<file path="src/logic/tc16_pkg.sv">
// Purpose: shared constants for the 16-bit three-mode timer/counter
// Assumes: mclk is the high-frequency clock itself
// Notes:   register word offsets, field positions, reset values, taps

package tc16_pkg;

    // ------------------------------------------------------------
    // register map (word index on the plain register port)
    // ------------------------------------------------------------
    localparam int          ADDR_W             = 4;
    localparam int          DATA_W             = 16;
    localparam logic [3:0]  ADDR_CONTROL       = 4'h0;
    localparam logic [3:0]  ADDR_MATCH         = 4'h1;
    localparam logic [3:0]  ADDR_MATCH_HIGH    = 4'h2;
    localparam logic [3:0]  ADDR_COUNT         = 4'h3;
    localparam logic [3:0]  ADDR_STATUS        = 4'h4;
    localparam logic [3:0]  ADDR_MASK          = 4'h5;
    localparam logic [3:0]  ADDR_SYS_CONFIG    = 4'h6;

    // ------------------------------------------------------------
    // field positions
    // ------------------------------------------------------------
    localparam int          CTL_WINDOW_BIT     = 0;
    localparam int          CTL_SELECT_LSB     = 2;
    localparam int          CTL_SELECT_MSB     = 4;
    localparam int          CTL_RUN_BIT        = 5;
    localparam int          CTL_W              = 6;
    localparam int          SYS_LOW_SPEED_BIT  = 0;
    localparam int          SYS_DIV_STAGE_BIT  = 1;
    localparam int          STAT_MATCH_BIT     = 0;
    localparam int          MATCH_MASKED_LSBS  = 11;

    // ------------------------------------------------------------
    // reset values
    // ------------------------------------------------------------
    localparam logic [5:0]  CONTROL_RESET      = 6'h00;
    localparam logic [1:0]  SYS_CONFIG_RESET   = 2'h0;
    localparam logic        STATUS_RESET       = 1'b0;
    localparam logic        MASK_RESET         = 1'b0;

    // ------------------------------------------------------------
    // source clock select codes
    // ------------------------------------------------------------
    localparam logic [2:0]  SEL_SLOWEST        = 3'h0;
    localparam logic [2:0]  SEL_SLOW           = 3'h1;
    localparam logic [2:0]  SEL_MID            = 3'h2;
    localparam logic [2:0]  SEL_FAST           = 3'h3;
    localparam logic [2:0]  SEL_UNDIVIDED      = 3'h4;
    localparam logic [2:0]  SEL_LOW_FREQ       = 3'h5;
    localparam logic [2:0]  SEL_EXTERNAL       = 3'h7;

    // ------------------------------------------------------------
    // divider exponents (period = 2**n source periods)
    // ------------------------------------------------------------
    localparam int          FC_EXP_SLOWEST     = 23;
    localparam int          FC_EXP_SLOW        = 13;
    localparam int          FC_EXP_MID         = 8;
    localparam int          FC_EXP_FAST        = 3;
    localparam int          FS_EXP_SLOWEST     = 15;
    localparam int          FS_EXP_SLOW        = 5;

    typedef enum logic [1:0] {
        MODE_TIMER,
        MODE_EVENT,
        MODE_WINDOW
    } count_mode_t;

endpackage : tc16_pkg

</file>
<file path="src/logic/source_tick_gen.sv">
// Purpose: internal source clock prescaler, one tick per source period
// Assumes: fs_tick is a one-cycle pulse per low-frequency clock period
// Notes:   dividers free-run so a restart does not reset the phase
`timescale 1ns/100ps

module source_tick_gen
(
    input  wire logic        mclk,
    input  wire logic        resetn,
    input  wire logic        fs_tick,
    input  wire logic [2:0]  clock_select,
    input  wire logic        divider_stage_select,
    input  wire logic        low_speed_mode,
    output logic             src_tick
);

    logic [22:0] fc_div_r;
    logic [14:0] fs_div_r;
    logic        fc_tick_slowest;
    logic        fc_tick_slow;
    logic        fc_tick_mid;
    logic        fc_tick_fast;
    logic        fs_tick_slowest;
    logic        fs_tick_slow;
    logic        use_fs;

    // ------------------------------------------------------------
    // helpers
    // ------------------------------------------------------------
    function automatic logic low_ones(input logic [22:0] v, input int n);
        logic [22:0] m;
        m = 23'((64'h1 << n) - 64'h1);
        low_ones = ((v & m) == m);
    endfunction : low_ones

    always_ff @(posedge mclk or negedge resetn)
    begin
        if (!resetn)
        begin
            fc_div_r <= 23'h000000;
            fs_div_r <= 15'h0000;
        end
        else
        begin
            fc_div_r <= fc_div_r + 23'h000001;
            if (fs_tick)
                fs_div_r <= fs_div_r + 15'h0001;
        end
    end

    assign fc_tick_slowest = low_ones(fc_div_r, tc16_pkg::FC_EXP_SLOWEST);
    assign fc_tick_slow    = low_ones(fc_div_r, tc16_pkg::FC_EXP_SLOW);
    assign fc_tick_mid     = low_ones(fc_div_r, tc16_pkg::FC_EXP_MID);
    assign fc_tick_fast    = low_ones(fc_div_r, tc16_pkg::FC_EXP_FAST);
    assign fs_tick_slowest = fs_tick &
        low_ones({8'h00, fs_div_r}, tc16_pkg::FS_EXP_SLOWEST);
    assign fs_tick_slow    = fs_tick &
        low_ones({8'h00, fs_div_r}, tc16_pkg::FS_EXP_SLOW);
    // in low-speed mode the divider chain runs from the slow clock
    assign use_fs = divider_stage_select | low_speed_mode;

    // ------------------------------------------------------------
    // source select
    // ------------------------------------------------------------
    always_comb
    begin
        case (clock_select)
            tc16_pkg::SEL_SLOWEST:
                src_tick = use_fs ? fs_tick_slowest : fc_tick_slowest;
            tc16_pkg::SEL_SLOW:
                src_tick = use_fs ? fs_tick_slow : fc_tick_slow;
            tc16_pkg::SEL_MID:
                src_tick = !low_speed_mode & fc_tick_mid;
            tc16_pkg::SEL_FAST:
                src_tick = !low_speed_mode & fc_tick_fast;
            tc16_pkg::SEL_UNDIVIDED:
                src_tick = low_speed_mode;
            tc16_pkg::SEL_LOW_FREQ:
                src_tick = !low_speed_mode & fs_tick;
            default:
                src_tick = 1'b0;
        endcase
    end

endmodule : source_tick_gen

</file>
<file path="src/logic/timer_counter_16.sv">
// Purpose: 16-bit up counter with timer, event and window modes
// Assumes: mclk is the high-frequency clock; pins are asynchronous
// Notes:   the match register has no reset; write it before starting
`timescale 1ns/100ps

module timer_counter_16
#(
    parameter int CNT_W = 16
)
(
    input  wire logic                          mclk,
    input  wire logic                          resetn,
    input  wire logic [tc16_pkg::ADDR_W-1:0]   reg_addr,
    input  wire logic [tc16_pkg::DATA_W-1:0]   reg_wdata,
    input  wire logic                          reg_wr,
    input  wire logic                          reg_rd,
    output logic      [tc16_pkg::DATA_W-1:0]   reg_rdata,
    input  wire logic                          count_input_pin,
    input  wire logic                          low_frequency_clock,
    output logic                               timer_match_interrupt
);

    // ------------------------------------------------------------
    // elaboration check
    // ------------------------------------------------------------
    if (CNT_W != tc16_pkg::DATA_W)
    begin : g_bad_width
        $error("CNT_W must equal the register data width");
    end

    // ------------------------------------------------------------
    // declarations
    // ------------------------------------------------------------
    logic [tc16_pkg::CTL_W-1:0]   control_r;
    logic [CNT_W-1:0]             match_r;
    logic [1:0]                   sys_config_r;
    logic                         status_r;
    logic                         status_nxt;
    logic                         mask_r;
    logic [CNT_W-1:0]             count_r;
    logic [CNT_W-1:0]             count_nxt;
    logic [tc16_pkg::DATA_W-1:0]  rdata_r;
    logic [tc16_pkg::DATA_W-1:0]  rdata_nxt;
    logic                         cin_s1_r;
    logic                         cin_s2_r;
    logic                         cin_s3_r;
    logic                         fs_s1_r;
    logic                         fs_s2_r;
    logic                         fs_s3_r;
    logic                         cin_rise;
    logic                         cin_fall;
    logic                         fs_tick;
    logic                         src_tick;
    logic                         run_control_bit;
    logic                         window_mode_bit;
    logic [2:0]                   source_clock_select;
    logic                         low_speed_mode;
    logic                         divider_stage_select;
    logic                         upper_only;
    logic                         match_event;
    logic                         count_up;
    logic                         match_check;
    logic [CNT_W-1:0]             count_inc;
    logic [CNT_W-1:0]             compare_val;
    logic                         wr_control;
    logic                         wr_match;
    logic                         wr_match_high;
    logic                         wr_mask;
    logic                         wr_sys;
    logic                         rd_status;
    tc16_pkg::count_mode_t        mode;

    // ------------------------------------------------------------
    // helpers
    // ------------------------------------------------------------
    // compare full word, or only the bits above the masked field
    function automatic logic word_match(
        input logic [CNT_W-1:0] a,
        input logic [CNT_W-1:0] b,
        input logic             upper
    );
        logic [CNT_W-1:0] m;
        m = upper ? ~CNT_W'((1 << tc16_pkg::MATCH_MASKED_LSBS) - 1)
                  : {CNT_W{1'b1}};
        word_match = ((a & m) == (b & m));
    endfunction : word_match

    // ------------------------------------------------------------
    // pin synchronisers
    // ------------------------------------------------------------
    always_ff @(posedge mclk or negedge resetn)
    begin
        if (!resetn)
        begin
            cin_s1_r <= 1'b0;
            cin_s2_r <= 1'b0;
            cin_s3_r <= 1'b0;
            fs_s1_r  <= 1'b0;
            fs_s2_r  <= 1'b0;
            fs_s3_r  <= 1'b0;
        end
        else
        begin
            cin_s1_r <= count_input_pin;
            cin_s2_r <= cin_s1_r;
            cin_s3_r <= cin_s2_r;
            fs_s1_r  <= low_frequency_clock;
            fs_s2_r  <= fs_s1_r;
            fs_s3_r  <= fs_s2_r;
        end
    end

    // narrower pulses may be missed
    // edges come from flops two and three, never from the raw pin
    assign cin_rise = cin_s2_r & ~cin_s3_r;
    assign cin_fall = ~cin_s2_r & cin_s3_r;
    assign fs_tick  = fs_s2_r & ~fs_s3_r;

    // ------------------------------------------------------------
    // control fields
    // ------------------------------------------------------------
    // control bit layout
    assign run_control_bit      = control_r[tc16_pkg::CTL_RUN_BIT];
    assign window_mode_bit      = control_r[tc16_pkg::CTL_WINDOW_BIT];
    assign source_clock_select  =
        control_r[tc16_pkg::CTL_SELECT_MSB:tc16_pkg::CTL_SELECT_LSB];
    assign low_speed_mode       = sys_config_r[tc16_pkg::SYS_LOW_SPEED_BIT];
    assign divider_stage_select = sys_config_r[tc16_pkg::SYS_DIV_STAGE_BIT];

    // event mode is code 111 with window bit clear
    assign mode = window_mode_bit ? tc16_pkg::MODE_WINDOW :
                  (source_clock_select == tc16_pkg::SEL_EXTERNAL)
                      ? tc16_pkg::MODE_EVENT : tc16_pkg::MODE_TIMER;

    // only upper 5 bits with undivided fc in low speed
    assign upper_only = low_speed_mode &&
        (source_clock_select == tc16_pkg::SEL_UNDIVIDED);

    // ------------------------------------------------------------
    // source clock prescaler
    // ------------------------------------------------------------
    // source ticks
    source_tick_gen u_src
    (
        .mclk                 (mclk),
        .resetn               (resetn),
        .fs_tick              (fs_tick),
        .clock_select         (source_clock_select),
        .divider_stage_select (divider_stage_select),
        .low_speed_mode       (low_speed_mode),
        .src_tick             (src_tick)
    );

    // ------------------------------------------------------------
    // counting
    // ------------------------------------------------------------
    // timer compares the next value, so a match of n spans n ticks
    // and a match of zero spans a full wrap
    assign count_inc = count_r + CNT_W'(1);

    always_comb
    begin
        count_up    = 1'b0;
        match_check = 1'b0;
        compare_val = count_inc;
        case (mode)
            // count internal source, compare new value
            tc16_pkg::MODE_TIMER:
            begin
                count_up    = src_tick;
                match_check = src_tick;
            end
            // count rising edges of the pin
            tc16_pkg::MODE_EVENT:
            begin
                count_up    = cin_rise;
                match_check = cin_fall;
                compare_val = count_r;
            end
            tc16_pkg::MODE_WINDOW:
            begin
                count_up    = src_tick & cin_s2_r;
                match_check = src_tick & cin_s2_r;
            end
            default:
            begin
                count_up    = 1'b0;
                match_check = 1'b0;
            end
        endcase
    end

    assign match_event = run_control_bit & match_check &
        word_match(compare_val, match_r, upper_only);

    always_comb
    begin
        count_nxt = count_r;
        if (!run_control_bit)
            count_nxt = '0;
        // clear on match, then carry on
        else if (match_event)
            count_nxt = '0;
        else if (count_up)
            count_nxt = count_inc;
    end

    always_ff @(posedge mclk or negedge resetn)
    begin
        if (!resetn)
            count_r <= '0;
        else
            count_r <= count_nxt;
    end

    // ------------------------------------------------------------
    // register port decode
    // ------------------------------------------------------------
    assign wr_control    = reg_wr && (reg_addr == tc16_pkg::ADDR_CONTROL);
    assign wr_match      = reg_wr && (reg_addr == tc16_pkg::ADDR_MATCH);
    assign wr_match_high = reg_wr && (reg_addr == tc16_pkg::ADDR_MATCH_HIGH);
    assign wr_mask       = reg_wr && (reg_addr == tc16_pkg::ADDR_MASK);
    assign wr_sys        = reg_wr && (reg_addr == tc16_pkg::ADDR_SYS_CONFIG);
    assign rd_status     = reg_rd && (reg_addr == tc16_pkg::ADDR_STATUS);

    always_ff @(posedge mclk or negedge resetn)
    begin
        if (!resetn)
        begin
            control_r    <= tc16_pkg::CONTROL_RESET;
            sys_config_r <= tc16_pkg::SYS_CONFIG_RESET;
            mask_r       <= tc16_pkg::MASK_RESET;
        end
        else
        begin
            if (wr_control)
                control_r <= reg_wdata[tc16_pkg::CTL_W-1:0];
            if (wr_sys)
                sys_config_r <= reg_wdata[1:0];
            if (wr_mask)
                mask_r <= reg_wdata[tc16_pkg::STAT_MATCH_BIT];
        end
    end

    // no reset on the match register
    // power-up value is unknown until software writes it
    always_ff @(posedge mclk)
    begin
        if (wr_match)
            match_r <= reg_wdata;
        else if (wr_match_high)
            match_r[CNT_W-1:CNT_W-8] <= reg_wdata[7:0];
    end

    // ------------------------------------------------------------
    // interrupt status
    // ------------------------------------------------------------
    // a match in the clearing read cycle survives the clear
    assign status_nxt = match_event | (status_r & ~rd_status);

    always_ff @(posedge mclk or negedge resetn)
    begin
        if (!resetn)
            status_r <= tc16_pkg::STATUS_RESET;
        else
            status_r <= status_nxt;
    end

    // interrupt raised from sticky match bit
    assign timer_match_interrupt = status_r & mask_r;

    // ------------------------------------------------------------
    // read data
    // ------------------------------------------------------------
    // idle cycles read zero so a stale word never lingers
    always_comb
    begin
        rdata_nxt = '0;
        if (reg_rd)
        begin
            case (reg_addr)
                tc16_pkg::ADDR_CONTROL:
                    rdata_nxt = {10'h000, control_r};
                tc16_pkg::ADDR_MATCH:
                    rdata_nxt = match_r;
                tc16_pkg::ADDR_MATCH_HIGH:
                    rdata_nxt = {8'h00, match_r[CNT_W-1:CNT_W-8]};
                tc16_pkg::ADDR_COUNT:
                    rdata_nxt = count_r;
                tc16_pkg::ADDR_STATUS:
                    rdata_nxt = {15'h0000, status_r};
                tc16_pkg::ADDR_MASK:
                    rdata_nxt = {15'h0000, mask_r};
                tc16_pkg::ADDR_SYS_CONFIG:
                    rdata_nxt = {14'h0000, sys_config_r};
                default:
                    rdata_nxt = '0;
            endcase
        end
    end

    // data stands only in the cycle after the read strobe
    always_ff @(posedge mclk or negedge resetn)
    begin
        if (!resetn)
            rdata_r <= '0;
        else
            rdata_r <= rdata_nxt;
    end

    assign reg_rdata = rdata_r;

    // left to the pulse source and software

endmodule : timer_counter_16

</file>
<file path="config.mk">
export PLATFORM = sky130hd
export DESIGN_NAME = timer_counter_16
export DESIGN_NICKNAME = d
export VERILOG_FILES = /design/src/logic/tc16_pkg.sv /design/src/logic/source_tick_gen.sv /design/src/logic/timer_counter_16.sv
export SDC_FILE = /design/constraint.sdc
export NUM_CORES = 1
export LEC_CHECK = 0
export ABC_AREA = 1
export BUFFER_PORTS_ARGS = -buffer_cell sky130_fd_sc_hd__buf_4
export CELL_PAD_IN_SITES_DETAIL_PLACEMENT = 0
export CELL_PAD_IN_SITES_GLOBAL_PLACEMENT = 1
export CORE_MARGIN = 1
export CORE_UTILIZATION = 40
export CTS_CLUSTER_DIAMETER = 30
export DETAILED_ROUTE_END_ITERATION = 16
export PLACE_DENSITY_LB_ADDON = 0.1
export SYNTH_ARGS = -nofsm -noshare
export SYNTH_HDL_FRONTEND = slang
export SYNTH_SLANG_ARGS = --single-unit
</file>
<file path="constraint.sdc">
create_clock -name mclk -period 2.14 [get_ports mclk]
set_clock_uncertainty 0.1 [all_clocks]
set_input_delay 0.428 -clock mclk [delete_from_list [all_inputs] [get_ports mclk]]
set_output_delay 0.428 -clock mclk [all_outputs]
set_load 0.01 [all_outputs]
</file>
==> impl_metrics.yaml <==
floorplan:
  io_pins: 43
  coreArea_mm2: 0.0132
  die_w_um: 119
  rows: 42
  start_util_pct: 41.1
  fp.dieH_um: 119
  fp.dieArea_mm2: 0.0141
worst_setup_path:
  critPathKind: "reg2reg"
  crit_fanout: 8
  cp-endpoint: "count_r[6]"
  critPathLaunch: "u_src.fs_div_r[1]"
  r2r_setup_slack_ps: -10
  crit_arrival_ps: 2300
  r2r_start: "u_src.fs_div_r[1]"
  endpoint_kind: "flip-flop"
  reg2regPathDepth: 15
  r2r-end: "count_r[6]"
  cp_data_required_time_ps: 2290
  start_kind: "flip-flop"
logic_synthesis:
  synth.area.top_cells: "dfrtp_1, nand2_1, edfxtp_1"
  synth_cell_types: 31
  synth_fp_nets: 731
  synth_warnings: 0
  synth.most_common_cell: "nand2_1"
  netlist_instances: 700
  post_synth.cell_area_avg_um2: 7.77
  async_flop_share_pct: 84.3
  synthFlopType: "dfrtp_1"
  synth_top_cell_by_area: "dfrtp_1"
  synth_seq_area_share_pct: 48.4
  netlist_top_cells_count: "nand2_1, inv_1, dfrtp_1"
  synth_top_area_share_pct: 39.6
  synth_edf_count: 16
  syn_area_mm2: 0.00544
  synth-seq-cells: 102
route:
  drt-pass1-iter-count: 5
  vias_per_cell: 4.91
  ant_nets: 0
  drtIter0Drc: 284
  routedWlPerCell_um: 15.3
  wirelength_um: 15500
  via_count: 4993
  drc: 0
power_and_ir_drop:
  p_sw_share_pct: 28.5
  seqPwrFrac_pct: 46.0
  cellPowerDensity_mw_per_mm2: 632
  ir_worst_vdd_uv: 593
  p_sw_uw: 1350
  p_comb_share_pct: 17.6
  power.internal_uw: 3370
  clock_power_share_pct: 36.4
  p_leak_uw: 0.00363
cts:
  htree_levels: 3
  clk_latency_ps: 360
  cts.clk_slew.worst_paths_ps: 70
  cts_root_buf: "clkbuf_16"
  clockBufferDepth: 2
  cts-buffers-inserted: 9
  cts_tree: "built"
  clock-sinks: 102
grt:
  gr-usage-met1_pct: 33.0
  grt_max_degree: 38
  grt-ovfl-total: 0
  grt_pass1_wl_um: 24600
  track_usage_pct: 22.8
  antenna_found_initial: 0
  grt_most_used_layer: "met2"
  grt_pass1_vias: 4758
  grtUsageMet2_pct: 34.2
  use_met3_pct: 4.15
final_layout:
  drive_gt1_share_pct: 28.1
  fin_util_pct: 56.4
  nets: 867
  diodes: 0
  area_growth_pct: 37.2
run_status:
  violations: "negative setup slack"
  outcome: "finished, violations left"
timing:
  fin_crit_ps: 2150
  drv_slew: 0
  relSlewSlack_pct: 66.3
  final-hold-violation-count: 0
  tightestPinTransition_ps: 506
  post-route-period-util_pct: 101
  rsz0062_at_grt: "yes"
  fmax_mhz: 464
  setup_viol: 5
  finalSetupTns_ps: -35.4
  fin_ws_ps: -13.1
placement:
  gp_congestion: 0.835
  io_buffers: 42
  dp_hpwl_um: 10900
run:
  drv_cap: 0
min_path:
  hold_class: "in2reg"
[kinds of logic after synthesis]
kind of cell,count (synthesis),synth area share [%]
AOI/OAI and AO/OA,69,6.99
xor gates and xnor gates,36,5.80
adders and majority gates,5,1.15
buffers and inverters,113,8.33
DFF,102,48.4
and+or+nand+nor,375,29.3
[stage by stage]
| step | setup slack (ps) | cell area, um^2 | hold slack [ps] | power, uW | std cells |
|---|---|---|---|---|---|
| after floorplan | 35.9 | 5440 | 32.4 | 2520 | 700 |
| after global routing | -181 | 7470 | 63.6 | 4930 | 1017 |
| after global placement | -220 | 6500 | 238 | 2800 | 976 |
| after detailed placement | -328 | 6500 | 237 | 2820 | 976 |
| final | -13.1 | 7470 | 74.7 | 4720 | 1017 |
| after CTS | -18.0 | 7120 | 59.5 | 4630 | 1006 |
[power by group through the flow]
stage	clock network, uW	logic (uW)	registers [uW]
floorplan	0	322	2190
global placement	0	616	2190
detailed placement	0	629	2190
CTS	1760	707	2170
global route	1830	917	2190
finish	1720	830	2170
[worst min path at each step]
stage,start,to,slack (ps),depth (start not counted)
after detailed placement,fs_s1_r,fs_s2_r,240,0
after global placement,fs_s1_r,fs_s2_r,240,0
after CTS,count_input_pin,cin_s1_r,60,1
after floorplan,resetn,cin_s1_r,30,0
after global routing,count_input_pin,cin_s1_r,60,1
final,count_input_pin,cin_s1_r,70,1
[cell usage in the layout, fill, tap and decap left out, types with 6 or more instances in the layout]
cell type | Yosys | final
nor2_1 | 75 | 59
o21ai_0 | 37 | 21
xor2_1 | 21 | 21
nor2_4 | 2 | 12
edfxtp_1 | 16 | 16
o22ai_1 | 6 | 6
buf_4 | 3 | 124
clkbuf_16 | 0 | 12
xnor2_1 | 15 | 15
o21ai_1 | 3 | 16
nand2_2 | 3 | 14
nor3_1 | 14 | 10
nand3_1 | 80 | 68
nand2_1 | 185 | 164
nand2_4 | 1 | 9
nor2_2 | 4 | 10
a21oi_1 | 15 | 13
inv_1 | 97 | 94
nand4_1 | 9 | 9
nand3_2 | 1 | 12
dfrtp_1 | 86 | 83
[registers in the layout, summed over array words and instances (netlist names), 2 cells and up]
register / count
count_r: 16
reg_rdata: 16
control_r: 6
u_src.fc_div_r: 23
match_r: 16
u_src.fs_div_r: 15
sys_config_r: 2
[routing by layer]
layer | share of wire [%] | wire length (um)
met3 | 4.8 | 752
met1 | 49 | 7550
met4 | 1.8 | 283
met5 | 0 | 0
met2 | 45 | 6960
[what timing repair did]
action                     CTS  global route
hold endpoints to repair    26             0
buffers inserted            11             8
gates cloned                 2             3
hold buffers                 1             0
setup endpoints to repair   17            18
pin swaps                   18            34
gates resized for setup     53            65
[worst max-delay path, stage by stage, from the launching register on]
cell	delay, ps
dfrtp_1	360
ha_2	190
nand2_2	70
nor2_4	180
ha_4	150
nand2_1	60
a21oi_2	110
o21ai_1	80
nand3_2	100
nand2_4	80
nand2_4	90
nand2_4	50
nor2_4	100
nand2_4	110
nand2_8	130
nor2_1	70
[final cells by class]
class / instances / area (um^2)
Inverter: 98 / 368
Timing Repair Buffer: 139 / 1200
Clock buffer: 9 / 225
Multi-Input combinational cell: 486 / 2730
Clock inverter: 7 / 82.6
Tap cell: 176 / 220
Fill cell: 1232 / 5780
Sequential cell: 102 / 2640
Note: power is estimated with default switching activity, not from simulation.
